$ cat src/hw/flash_sr_pkg.sv
// package: command codes, status layout, identity bytes and timing for the status/id block
package flash_sr_pkg;
    // command codes
    localparam logic [7:0] CMD_WREN = 8'h06;
    localparam logic [7:0] CMD_WRDI = 8'h04;
    localparam logic [7:0] CMD_RDID = 8'h9f;
    localparam logic [7:0] CMD_RDSR = 8'h05;
    localparam logic [7:0] CMD_WRSR = 8'h01;
    localparam logic [7:0] CMD_BULK = 8'hc7;
    // status byte field positions
    localparam int BUSY_BIT = 0;
    localparam int WLATCH_BIT = 1;
    localparam int PSIZE_LO_BIT = 2;
    localparam int PSIZE_HI_BIT = 3;
    localparam int LOCK_BIT = 7;
    // reset values of the non-volatile bits (delivery state)
    localparam logic [1:0] PSIZE_RESET = 2'h0;
    localparam logic LOCK_RESET = 1'b0;
    // identity bytes: arbitrary neutral values, not any real part's codes
    localparam logic [7:0] ID_MAKER = 8'h5a;
    localparam logic [7:0] ID_TYPE = 8'h3c;
    localparam logic [7:0] ID_CAP = 8'h07;
    // unique block length byte and byte counts
    localparam logic [7:0] UNIQUE_LEN = 8'h10;
    localparam int FACTORY_BYTES = 16;
    localparam int ID_BYTES = 20;
    // status write cycle time
    localparam int CLK_MHZ = 100;
    localparam int TW_US = 5;
    localparam int TW_CYCLES = TW_US * CLK_MHZ;

    // serial front-end state
    typedef enum logic [2:0]
    {
        ST_IDLE = 3'b000,
        ST_CMD = 3'b001,
        ST_RDID = 3'b010,
        ST_RDSR = 3'b011,
        ST_WRSR = 3'b100,
        ST_IGNORE = 3'b101
    } ser_state_e;

    // status byte as carried inside the block
    typedef struct packed
    {
        logic lock;
        logic [2:0] zero;
        logic [1:0] psize;
        logic wlatch;
        logic busy;
    } status_s;
endpackage : flash_sr_pkg

$ cat src/hw/flash_status_id_protect.sv
// serial command interpreter for id read, status read/write and status protection
//
// Functional notes
// - id is maker, type, capacity, then unique block
// - unique block starts with length 10h
// - factory data read-only, zero by default
// - id command ignored while a cycle runs
// - id bits driven on falling clock edges
// - chip select high ends output, standby
// - status byte repeats, readable while busy
// - busy is 1 during any internal cycle
// - latch 0 refuses write, program, erase
// - protect bits non-volatile, status write only
// - protect bits change only outside lock mode
// - bulk erase only with protect bits zero
// - lock bit and low pin give lock mode
// - busy and latch are internal, read-only
// - status write needs latch set first
// - one data byte; b6..b4 read zero
// - select must rise after eighth data bit
// - select rise starts timed cycle; its end clears latch
// - lock bit 0 allows write regardless of pin
// - lock bit 1 needs pin high to write
// - lock mode entered in either order
// - pin high means no lock mode ever
// - command 06h sets the write latch
// - commands one byte, msb first, 9fh/05h/01h
module flash_status_id_protect #(
    parameter int TW_CNT = flash_sr_pkg::TW_CYCLES,
    parameter logic [8*flash_sr_pkg::FACTORY_BYTES-1:0] FACTORY_DATA = '0
)(
    // system
    input wire logic clk_sys,
    input wire logic rst_n,
    // serial bus pins
    input wire logic sel_n,
    input wire logic sclk,
    input wire logic serial_in,
    output logic serial_out,
    output logic serial_out_en,
    input wire logic wprot_n,
    // internal sequencers
    input wire logic seq_busy,
    input wire logic seq_done,
    // protection view for the sequencers
    output logic [1:0] protect_size,
    output logic write_latch_flag,
    output logic hardware_lock_mode,
    output logic bulk_erase_ok,
    input wire logic all_sectors_locked
);
    localparam int CW = $clog2(TW_CNT + 1);

    ////////////////////////////////////////////////////////////////////
    // state record
    typedef struct packed
    {
        logic [1:0] s_sel;
        logic [1:0] s_clk;
        logic [1:0] s_din;
        logic [1:0] s_wp;
        logic clk_d;
        flash_sr_pkg::ser_state_e st;
        logic [7:0] shreg;
        logic [2:0] bitcnt;
        logic [4:0] bytecnt;
        logic wr_full;
        logic [7:0] wr_data;
        logic [7:0] txbyte;
        logic dout;
        logic douten;
        logic [1:0] psize;
        logic lock;
        logic wlatch;
        logic wbusy;
        logic [CW-1:0] tw_cnt;
        logic bulk_ok;
        logic hlock;
    } core_s;

    core_s q_reg;
    core_s q_next;

    // byte of the id stream at a given position
    function automatic logic [7:0] id_byte(input logic [4:0] idx);
        logic [7:0] b;
        b = 8'h00;
        if (idx == 5'h00) b = flash_sr_pkg::ID_MAKER;
        else if (idx == 5'h01) b = flash_sr_pkg::ID_TYPE;
        else if (idx == 5'h02) b = flash_sr_pkg::ID_CAP;
        else if (idx == 5'h03) b = flash_sr_pkg::UNIQUE_LEN;
        else if (idx < 5'(flash_sr_pkg::ID_BYTES))
            b = FACTORY_DATA[8*(5'(flash_sr_pkg::FACTORY_BYTES) - 5'(idx - 5'h04)) - 1 -: 8];
        return b;
    endfunction

    // assembled status byte
    function automatic logic [7:0] stat_byte(input core_s c, input logic busy_in);
        flash_sr_pkg::status_s s;
        s.lock = c.lock;
        s.zero = 3'h0;
        s.psize = c.psize;
        s.wlatch = c.wlatch;
        s.busy = c.wbusy | busy_in;
        return s;
    endfunction

    // synchronised views; the first stages are read only by the second
    logic sel_act;
    logic clk_rise;
    logic clk_fall;
    logic hw_lock;
    logic any_busy;
    assign sel_act = ~q_reg.s_sel[1];
    assign clk_rise = q_reg.s_clk[1] & ~q_reg.clk_d;
    assign clk_fall = ~q_reg.s_clk[1] & q_reg.clk_d;
    assign hw_lock = q_reg.lock & ~q_reg.s_wp[1];
    assign any_busy = q_reg.wbusy | seq_busy;

    ////////////////////////////////////////////////////////////////////
    // next-state logic
    always_comb
    begin
        logic [7:0] sh;
        logic [7:0] nb;
        sh = 8'h00;
        nb = 8'h00;
        q_next = q_reg;
        // two-flop synchronisers for every pin
        q_next.s_sel = {q_reg.s_sel[0], sel_n};
        q_next.s_clk = {q_reg.s_clk[0], sclk};
        q_next.s_din = {q_reg.s_din[0], serial_in};
        q_next.s_wp = {q_reg.s_wp[0], wprot_n};
        q_next.clk_d = q_reg.s_clk[1];
        // bulk erase gate for the sequencer
        q_next.bulk_ok = (q_reg.psize == 2'h0) & ~all_sectors_locked;
        q_next.hlock = hw_lock;
        // sequencer completion clears the latch; latch is never set by others
        if (seq_done)
            q_next.wlatch = 1'b0;
        // timed status write cycle
        if (q_reg.wbusy)
        begin
            if (q_reg.tw_cnt == CW'(1))
            begin
                q_next.wbusy = 1'b0;
                q_next.wlatch = 1'b0;
            end
            q_next.tw_cnt = q_reg.tw_cnt - CW'(1);
        end
        if (!sel_act)
        begin
            // deselect: standby; a status write fires only on an exact byte
            if (q_reg.st == flash_sr_pkg::ST_WRSR && q_reg.wr_full && q_reg.bitcnt == 3'h0
                && q_reg.wlatch && !hw_lock && !any_busy)
            begin
                q_next.lock = q_reg.wr_data[flash_sr_pkg::LOCK_BIT];
                q_next.psize = q_reg.wr_data[flash_sr_pkg::PSIZE_HI_BIT:
                                             flash_sr_pkg::PSIZE_LO_BIT];
                q_next.wbusy = 1'b1;
                q_next.tw_cnt = CW'(TW_CNT);
            end
            // write enable / disable act on clean byte boundary
            if (q_reg.st == flash_sr_pkg::ST_IGNORE && q_reg.bitcnt == 3'h0
                && q_reg.bytecnt == 5'h01 && !any_busy)
            begin
                if (q_reg.shreg == flash_sr_pkg::CMD_WREN)
                    q_next.wlatch = 1'b1;
                else if (q_reg.shreg == flash_sr_pkg::CMD_WRDI)
                    q_next.wlatch = 1'b0;
            end
            q_next.st = flash_sr_pkg::ST_IDLE;
            q_next.bitcnt = 3'h0;
            q_next.bytecnt = 5'h00;
            q_next.wr_full = 1'b0;
            q_next.douten = 1'b0;
            q_next.dout = 1'b0;
        end
        else
        begin
            if (q_reg.st == flash_sr_pkg::ST_IDLE)
                q_next.st = flash_sr_pkg::ST_CMD;
            // input bits on rising edges, msb first
            if (clk_rise)
            begin
                sh = {q_reg.shreg[6:0], q_reg.s_din[1]};
                q_next.shreg = sh;
                q_next.bitcnt = q_reg.bitcnt + 3'h1;
                if (q_reg.bitcnt == 3'h7)
                begin
                    q_next.bytecnt = q_reg.bytecnt + 5'h01;
                    unique case (q_reg.st)
                        flash_sr_pkg::ST_IDLE,
                        flash_sr_pkg::ST_CMD:
                        begin
                            q_next.bytecnt = 5'h01;
                            if (sh == flash_sr_pkg::CMD_RDID && !any_busy)
                            begin
                                q_next.st = flash_sr_pkg::ST_RDID;
                                q_next.txbyte = id_byte(5'h00);
                                q_next.bytecnt = 5'h00;
                            end
                            else if (sh == flash_sr_pkg::CMD_RDSR)
                            begin
                                q_next.st = flash_sr_pkg::ST_RDSR;
                                q_next.txbyte = stat_byte(q_reg, seq_busy);
                            end
                            else if (sh == flash_sr_pkg::CMD_WRSR)
                            begin
                                q_next.st = flash_sr_pkg::ST_WRSR;
                                q_next.bytecnt = 5'h00;
                            end
                            else
                                q_next.st = flash_sr_pkg::ST_IGNORE;
                        end
                        flash_sr_pkg::ST_WRSR:
                        begin
                            // only the first data byte counts; more kills it
                            if (!q_reg.wr_full && q_reg.bytecnt == 5'h00)
                                q_next.wr_data = sh;
                            q_next.wr_full = (q_reg.bytecnt == 5'h00);
                        end
                        flash_sr_pkg::ST_IGNORE:
                            q_next.bytecnt = 5'h02;
                        default:
                        begin
                            // hold at the top so the id stream stays on zeros
                            if (q_reg.bytecnt == 5'h1f)
                                q_next.bytecnt = q_reg.bytecnt;
                        end
                    endcase
                end
                else if (q_reg.st == flash_sr_pkg::ST_WRSR)
                    q_next.wr_full = 1'b0;
            end
            // output bits on falling edges
            if (clk_fall && (q_reg.st == flash_sr_pkg::ST_RDID
                             || q_reg.st == flash_sr_pkg::ST_RDSR))
            begin
                q_next.douten = 1'b1;
                q_next.dout = q_reg.txbyte[7];
                q_next.txbyte = {q_reg.txbyte[6:0], 1'b0};
                if (q_reg.bitcnt == 3'h0 && q_reg.douten)
                begin
                    // next byte loads after every eighth bit
                    if (q_reg.st == flash_sr_pkg::ST_RDSR)
                        nb = stat_byte(q_reg, seq_busy);
                    else
                        nb = id_byte(q_reg.bytecnt);
                    q_next.dout = nb[7];
                    q_next.txbyte = {nb[6:0], 1'b0};
                end
            end
        end
        if (!rst_n)
        begin
            q_next = '0;
            q_next.s_sel = 2'h3;
            q_next.s_wp = 2'h3;
            q_next.psize = flash_sr_pkg::PSIZE_RESET;
            q_next.lock = flash_sr_pkg::LOCK_RESET;
        end
    end

    // single register stage for the whole record
    always_ff @(posedge clk_sys)
    begin
        q_reg <= q_next;
    end

    // outputs straight from flops
    assign serial_out = q_reg.dout;
    assign serial_out_en = q_reg.douten;
    assign protect_size = q_reg.psize;
    assign write_latch_flag = q_reg.wlatch;
    assign hardware_lock_mode = q_reg.hlock;
    assign bulk_erase_ok = q_reg.bulk_ok;
endmodule // flash_status_id_protect

$ cat config.mk
export PLATFORM = sky130hd
export DESIGN_NAME = flash_status_id_protect
export DESIGN_NICKNAME = d
export VERILOG_FILES = /design/src/hw/flash_sr_pkg.sv /design/src/hw/flash_status_id_protect.sv
export SDC_FILE = /design/constraint.sdc
export NUM_CORES = 1
export LEC_CHECK = 0
export ABC_AREA = 1
export BUFFER_PORTS_ARGS = -buffer_cell sky130_fd_sc_hd__buf_2
export CAP_MARGIN = 20
export CORE_ASPECT_RATIO = 1.75
export CORE_UTILIZATION = 55
export DETAILED_ROUTE_END_ITERATION = 7
export PLACE_DENSITY = 0.86
export SYNTH_ARGS = -nofsm -noshare
export SYNTH_HDL_FRONTEND = slang
export SYNTH_SLANG_ARGS = --single-unit
$ cat constraint.sdc
create_clock -name clk_sys -period 1.55 [get_ports clk_sys]
set_clock_uncertainty 0.1 [all_clocks]
set_input_delay 0.155 -clock clk_sys [delete_from_list [all_inputs] [get_ports clk_sys]]
set_output_delay 0.155 -clock clk_sys [all_outputs]
set_load 0.03 [all_outputs]
==> reports/metrics.csv <==
stage,metric,value,unit
synthesis,sequential share of the synthesized area,0.396,
worst_setup_path,worst path cell trace,inv_4 > ha_4 > inv_2 > nor2_4 > nand2_4 > nor3_4 > nand2_1 > o21ai_2 > a21oi_2,
die,DIE HEIGHT,98.6,um
synthesis,Post-Syn Area,0.00294,sq mm
timing,fmax,606,MHz
cells_and_area,register area,0.00119,sq mm
cells_and_area,final std cells w/o fill,540,
drt,DR WL/cell,17.3,um
grt,number of global-route vias before repair,3007,
synthesis,synthesized instance count,423,
min_path,HP Class,input port to register,
timing,Slew @ Worst Pin,0.373,ns
clocking,CTS root buffer,clkbuf_8,
synthesis,top cells by instance count after synthesis,"nand2_1, inv_1, dfxtp_1, nor2_1, o21ai_0",
pwr,sw power,0.000703,W
synthesis,dominant synthesized flop cell,dfxtp_1,
die,chip width,57.2,um
synthesis,register bit total from synthesis,58,
cells_and_area,NumNets Final,500,
timing,RSZ-0062 raised after global routing,true,
timing,"Hold Vio Cnt, Final",0,
synthesis,Post-synth EDFFs,0,
synthesis,Synth area leader,dfxtp_1,
worst_setup_path,"delay-heaviest family, CP",simple AND/OR/NAND/NOR gates,
grt,initial antenna violation count,0,
cells_and_area,area of the multi-input gates,0.00173,sq mm
job,max_cap viols,0,
die,Starting Density,0.580,
cells_and_area,Largest register FFs,51,
die,Die ar.,0.00564,sq mm
drt,Routed Antenna Nets,0,
worst_setup_path,Critical Path Slowest Stage Cell,dfxtp_4,
worst_setup_path,Worst Path Required,1.70,ns
timing,# setup viols final,13,
run_status,outcome,"finished, violations left",
timing,setup TNS,-0.331,ns
synthesis,post-synth top area share,0.396,
drt,DRC errors left,0,
timing,Final WS setup,-0.0993,ns
clocking,"CTS clk-pin slew, worst paths",0.06,ns
grt,Total GRT Usage,0.325,
cells_and_area,Layout area overhead,31.4,%
clocking,CTS tree,yes,
clocking,CTS H-tree lvls,3,
die,I/O pins,16,
run_status,failing checks,setup timing,
cells_and_area,Inserted Diodes,0,
pwr,Max VDD drop,0.000781,V
placement,input/output buffers,15,
pwr,register share of total power,0.491,
pwr,Leakage,1.71,nW
worst_setup_path,Worst Setup End Kind,register,
drt,Detailed Route Iter0 Violations,274,
cells_and_area,fraction of layout cells with a size suffix above 1,0.348,
pwr,Sw Share,0.228,
cells_and_area,design area,0.00386,sq mm
timing,pins over their slew limit,0,
timing,final hold slack,0.122,ns
placement,dpl hpwl,5360,um
worst_setup_path,WS Path Type,register to register,
synthesis,largest cells by area after synthesis,"dfxtp_1, nand2_1, inv_1",
die,core area,0.00506,sq mm
grt,first-pass GRT wire length,13700,um
cells_and_area,FILL cells,335,
clocking,CTS Buf Count,9,
pwr,Clk pwr share,0.471,
worst_setup_path,CP Buf/Inv Count,2,
placement,Cells after DPL,510,
synthesis,most numerous cell in the Yosys netlist,nand2_1,
pwr,PwrDens,798,mW/mm^2
timing,Tmin final,1.65,ns
worst_setup_path,Crit path largest cell delay,0.36,ns
worst_setup_path,CP Launch Type,register,
synthesis,Synthesis Warnings,0,
pwr,combinational power share,0.038,
clocking,clock latency on the worst-skew pair,0.37,ns
pwr,Internal,0.00237,W
synthesis,syn avg cell area,6.94,sq um
drt,final wirelength,9340,um
placement,Post-Place Setup Slack,-0.0777,ns
synthesis,async set-reset flop share out of synthesis,0,
placement,Placement Cell Area,0.00323,sq mm
worst_setup_path,maximum fanout along the worst path,2,
drt,via count,3219,
drt,Initial DRT Pass Iterations,7,
grt,largest net degree at the start of global routing,31,
grt,gr ovfl total,0,
die,FP Rows,34,
clocking,Max Root-Sink Buffers,2,
timing,Slew Limit Headroom,0.751,
placement,RD Place Congestion,0.963,
synthesis,count of unique library cells instantiated by Yosys,32,
timing,"Period Utilization, post-route",1.06,
drt,Avg Vias per Cell,5.96,
synthesis,net count after synthesis,442,
clocking,CTS sink count,58,
worst_setup_path,arrival time at the worst endpoint,1.80,ns
timing repair:
item                                    CTS  global route
hold buffers                              5             0
resized for setup                        30            76
endpoints found under the hold margin     5             0
pin swaps                                 7            26
buffers inserted                          1             8
endpoints found under the setup margin   29            30
logic make-up (layout without fill, tap and decap cells):
kind of cell	after synthesis	in the layout	synth area share
buf+inv	76	139	0.105
simple gates	204	204	0.324
fa+ha+maj	10	10	0.0426
flops	58	58	0.396
compound gates	74	74	0.130
xor+xnor	1	1	0.00298
tightest hold or removal path, stage by stage:
cell and delay [ns]:
buf_2 0.07, or2_2 0.09, a21oi_1 0.07, o21ai_2 0.09, a21oi_2 0.05
power groups by stage:
stage	combinational, W	clock (W)	sequential, W
3_3_place_gp	0.0000912	0	0.00155
2_1_floorplan	0.0000549	0	0.00155
4_1_cts	0.000106	0.00143	0.00152
6_report	0.000118	0.00145	0.00151
3_5_place_dp	0.0000929	0	0.00155
5_1_grt	0.000126	0.00151	0.00151
cells in the final DEF, fill, tap and decap left out, types with 2 or more instances in the layout:
| master | netlist | routed |
|---|---|---|
| a21oi_1 | 30 | 25 |
| a21oi_2 | 0 | 5 |
| a31oi_1 | 3 | 3 |
| buf_2 | 3 | 15 |
| buf_4 | 2 | 32 |
| buf_6 | 1 | 4 |
| clkbuf_1 | 3 | 3 |
| clkbuf_8 | 0 | 11 |
| clkinv_2 | 1 | 2 |
| dfxtp_1 | 58 | 45 |
| dfxtp_2 | 0 | 9 |
| dfxtp_4 | 0 | 4 |
| dlygate4sd3_1 | 0 | 5 |
| ha_1 | 10 | 2 |
| ha_2 | 0 | 4 |
| ha_4 | 0 | 4 |
| inv_1 | 59 | 48 |
| inv_2 | 6 | 14 |
| inv_4 | 1 | 4 |
| nand2_1 | 84 | 75 |
| nand2_2 | 6 | 12 |
| nand2_4 | 3 | 6 |
| nand3_1 | 29 | 18 |
| nand3_2 | 0 | 9 |
| nand3_4 | 1 | 3 |
| nand4_1 | 5 | 5 |
| nor2_1 | 51 | 41 |
| nor2_2 | 3 | 10 |
| nor2_4 | 3 | 6 |
| nor3_1 | 9 | 6 |
| nor3_2 | 1 | 3 |
| nor4_1 | 2 | 2 |
| o21ai_0 | 36 | 28 |
| o21ai_1 | 2 | 7 |
| o21ai_2 | 0 | 3 |
| or2_2 | 5 | 5 |
routing by layer:
layer,up-vias,routed length [um],track usage,share of wire
met4,0,656,0.253,0.070
met3,64,670,0.0774,0.072
met1,1483,3190,0.322,0.34
li1,1468,-,-,-
met2,204,4820,0.564,0.52
met5,-,0,0,0
stage by stage:
step                total power (W)   util
floorplan                   0.00160      -
global placement            0.00164  0.638
detailed placement          0.00164  0.638
CTS                         0.00305  0.708
global route                0.00315  0.762
finish                      0.00308  0.762
final cells by class:
| cell class | count | area share |
|---|---|---|
| multi-input combinational | 289 | 0.449 |
| sequential | 58 | 0.308 |
| timing repair buffer | 56 | 0.106 |
| inverter | 67 | 0.0681 |
| clock buffer | 14 | 0.0422 |
| tap | 54 | 0.0175 |
| clock inverter | 2 | 0.00909 |
final timing paths:
check                               start  slack, ns  depth (start not counted)               end
worst max-delay path            q_reg[40]       -0.1                          9  write_latch_flag
worst min-delay path             seq_done       0.12                          5  write_latch_flag
worst max register to register  q_reg[40]       -0.1                          9  write_latch_flag
worst min register to register  q_reg[57]       0.32                          2         q_reg[58]
Power figures use the tool's default switching activity.
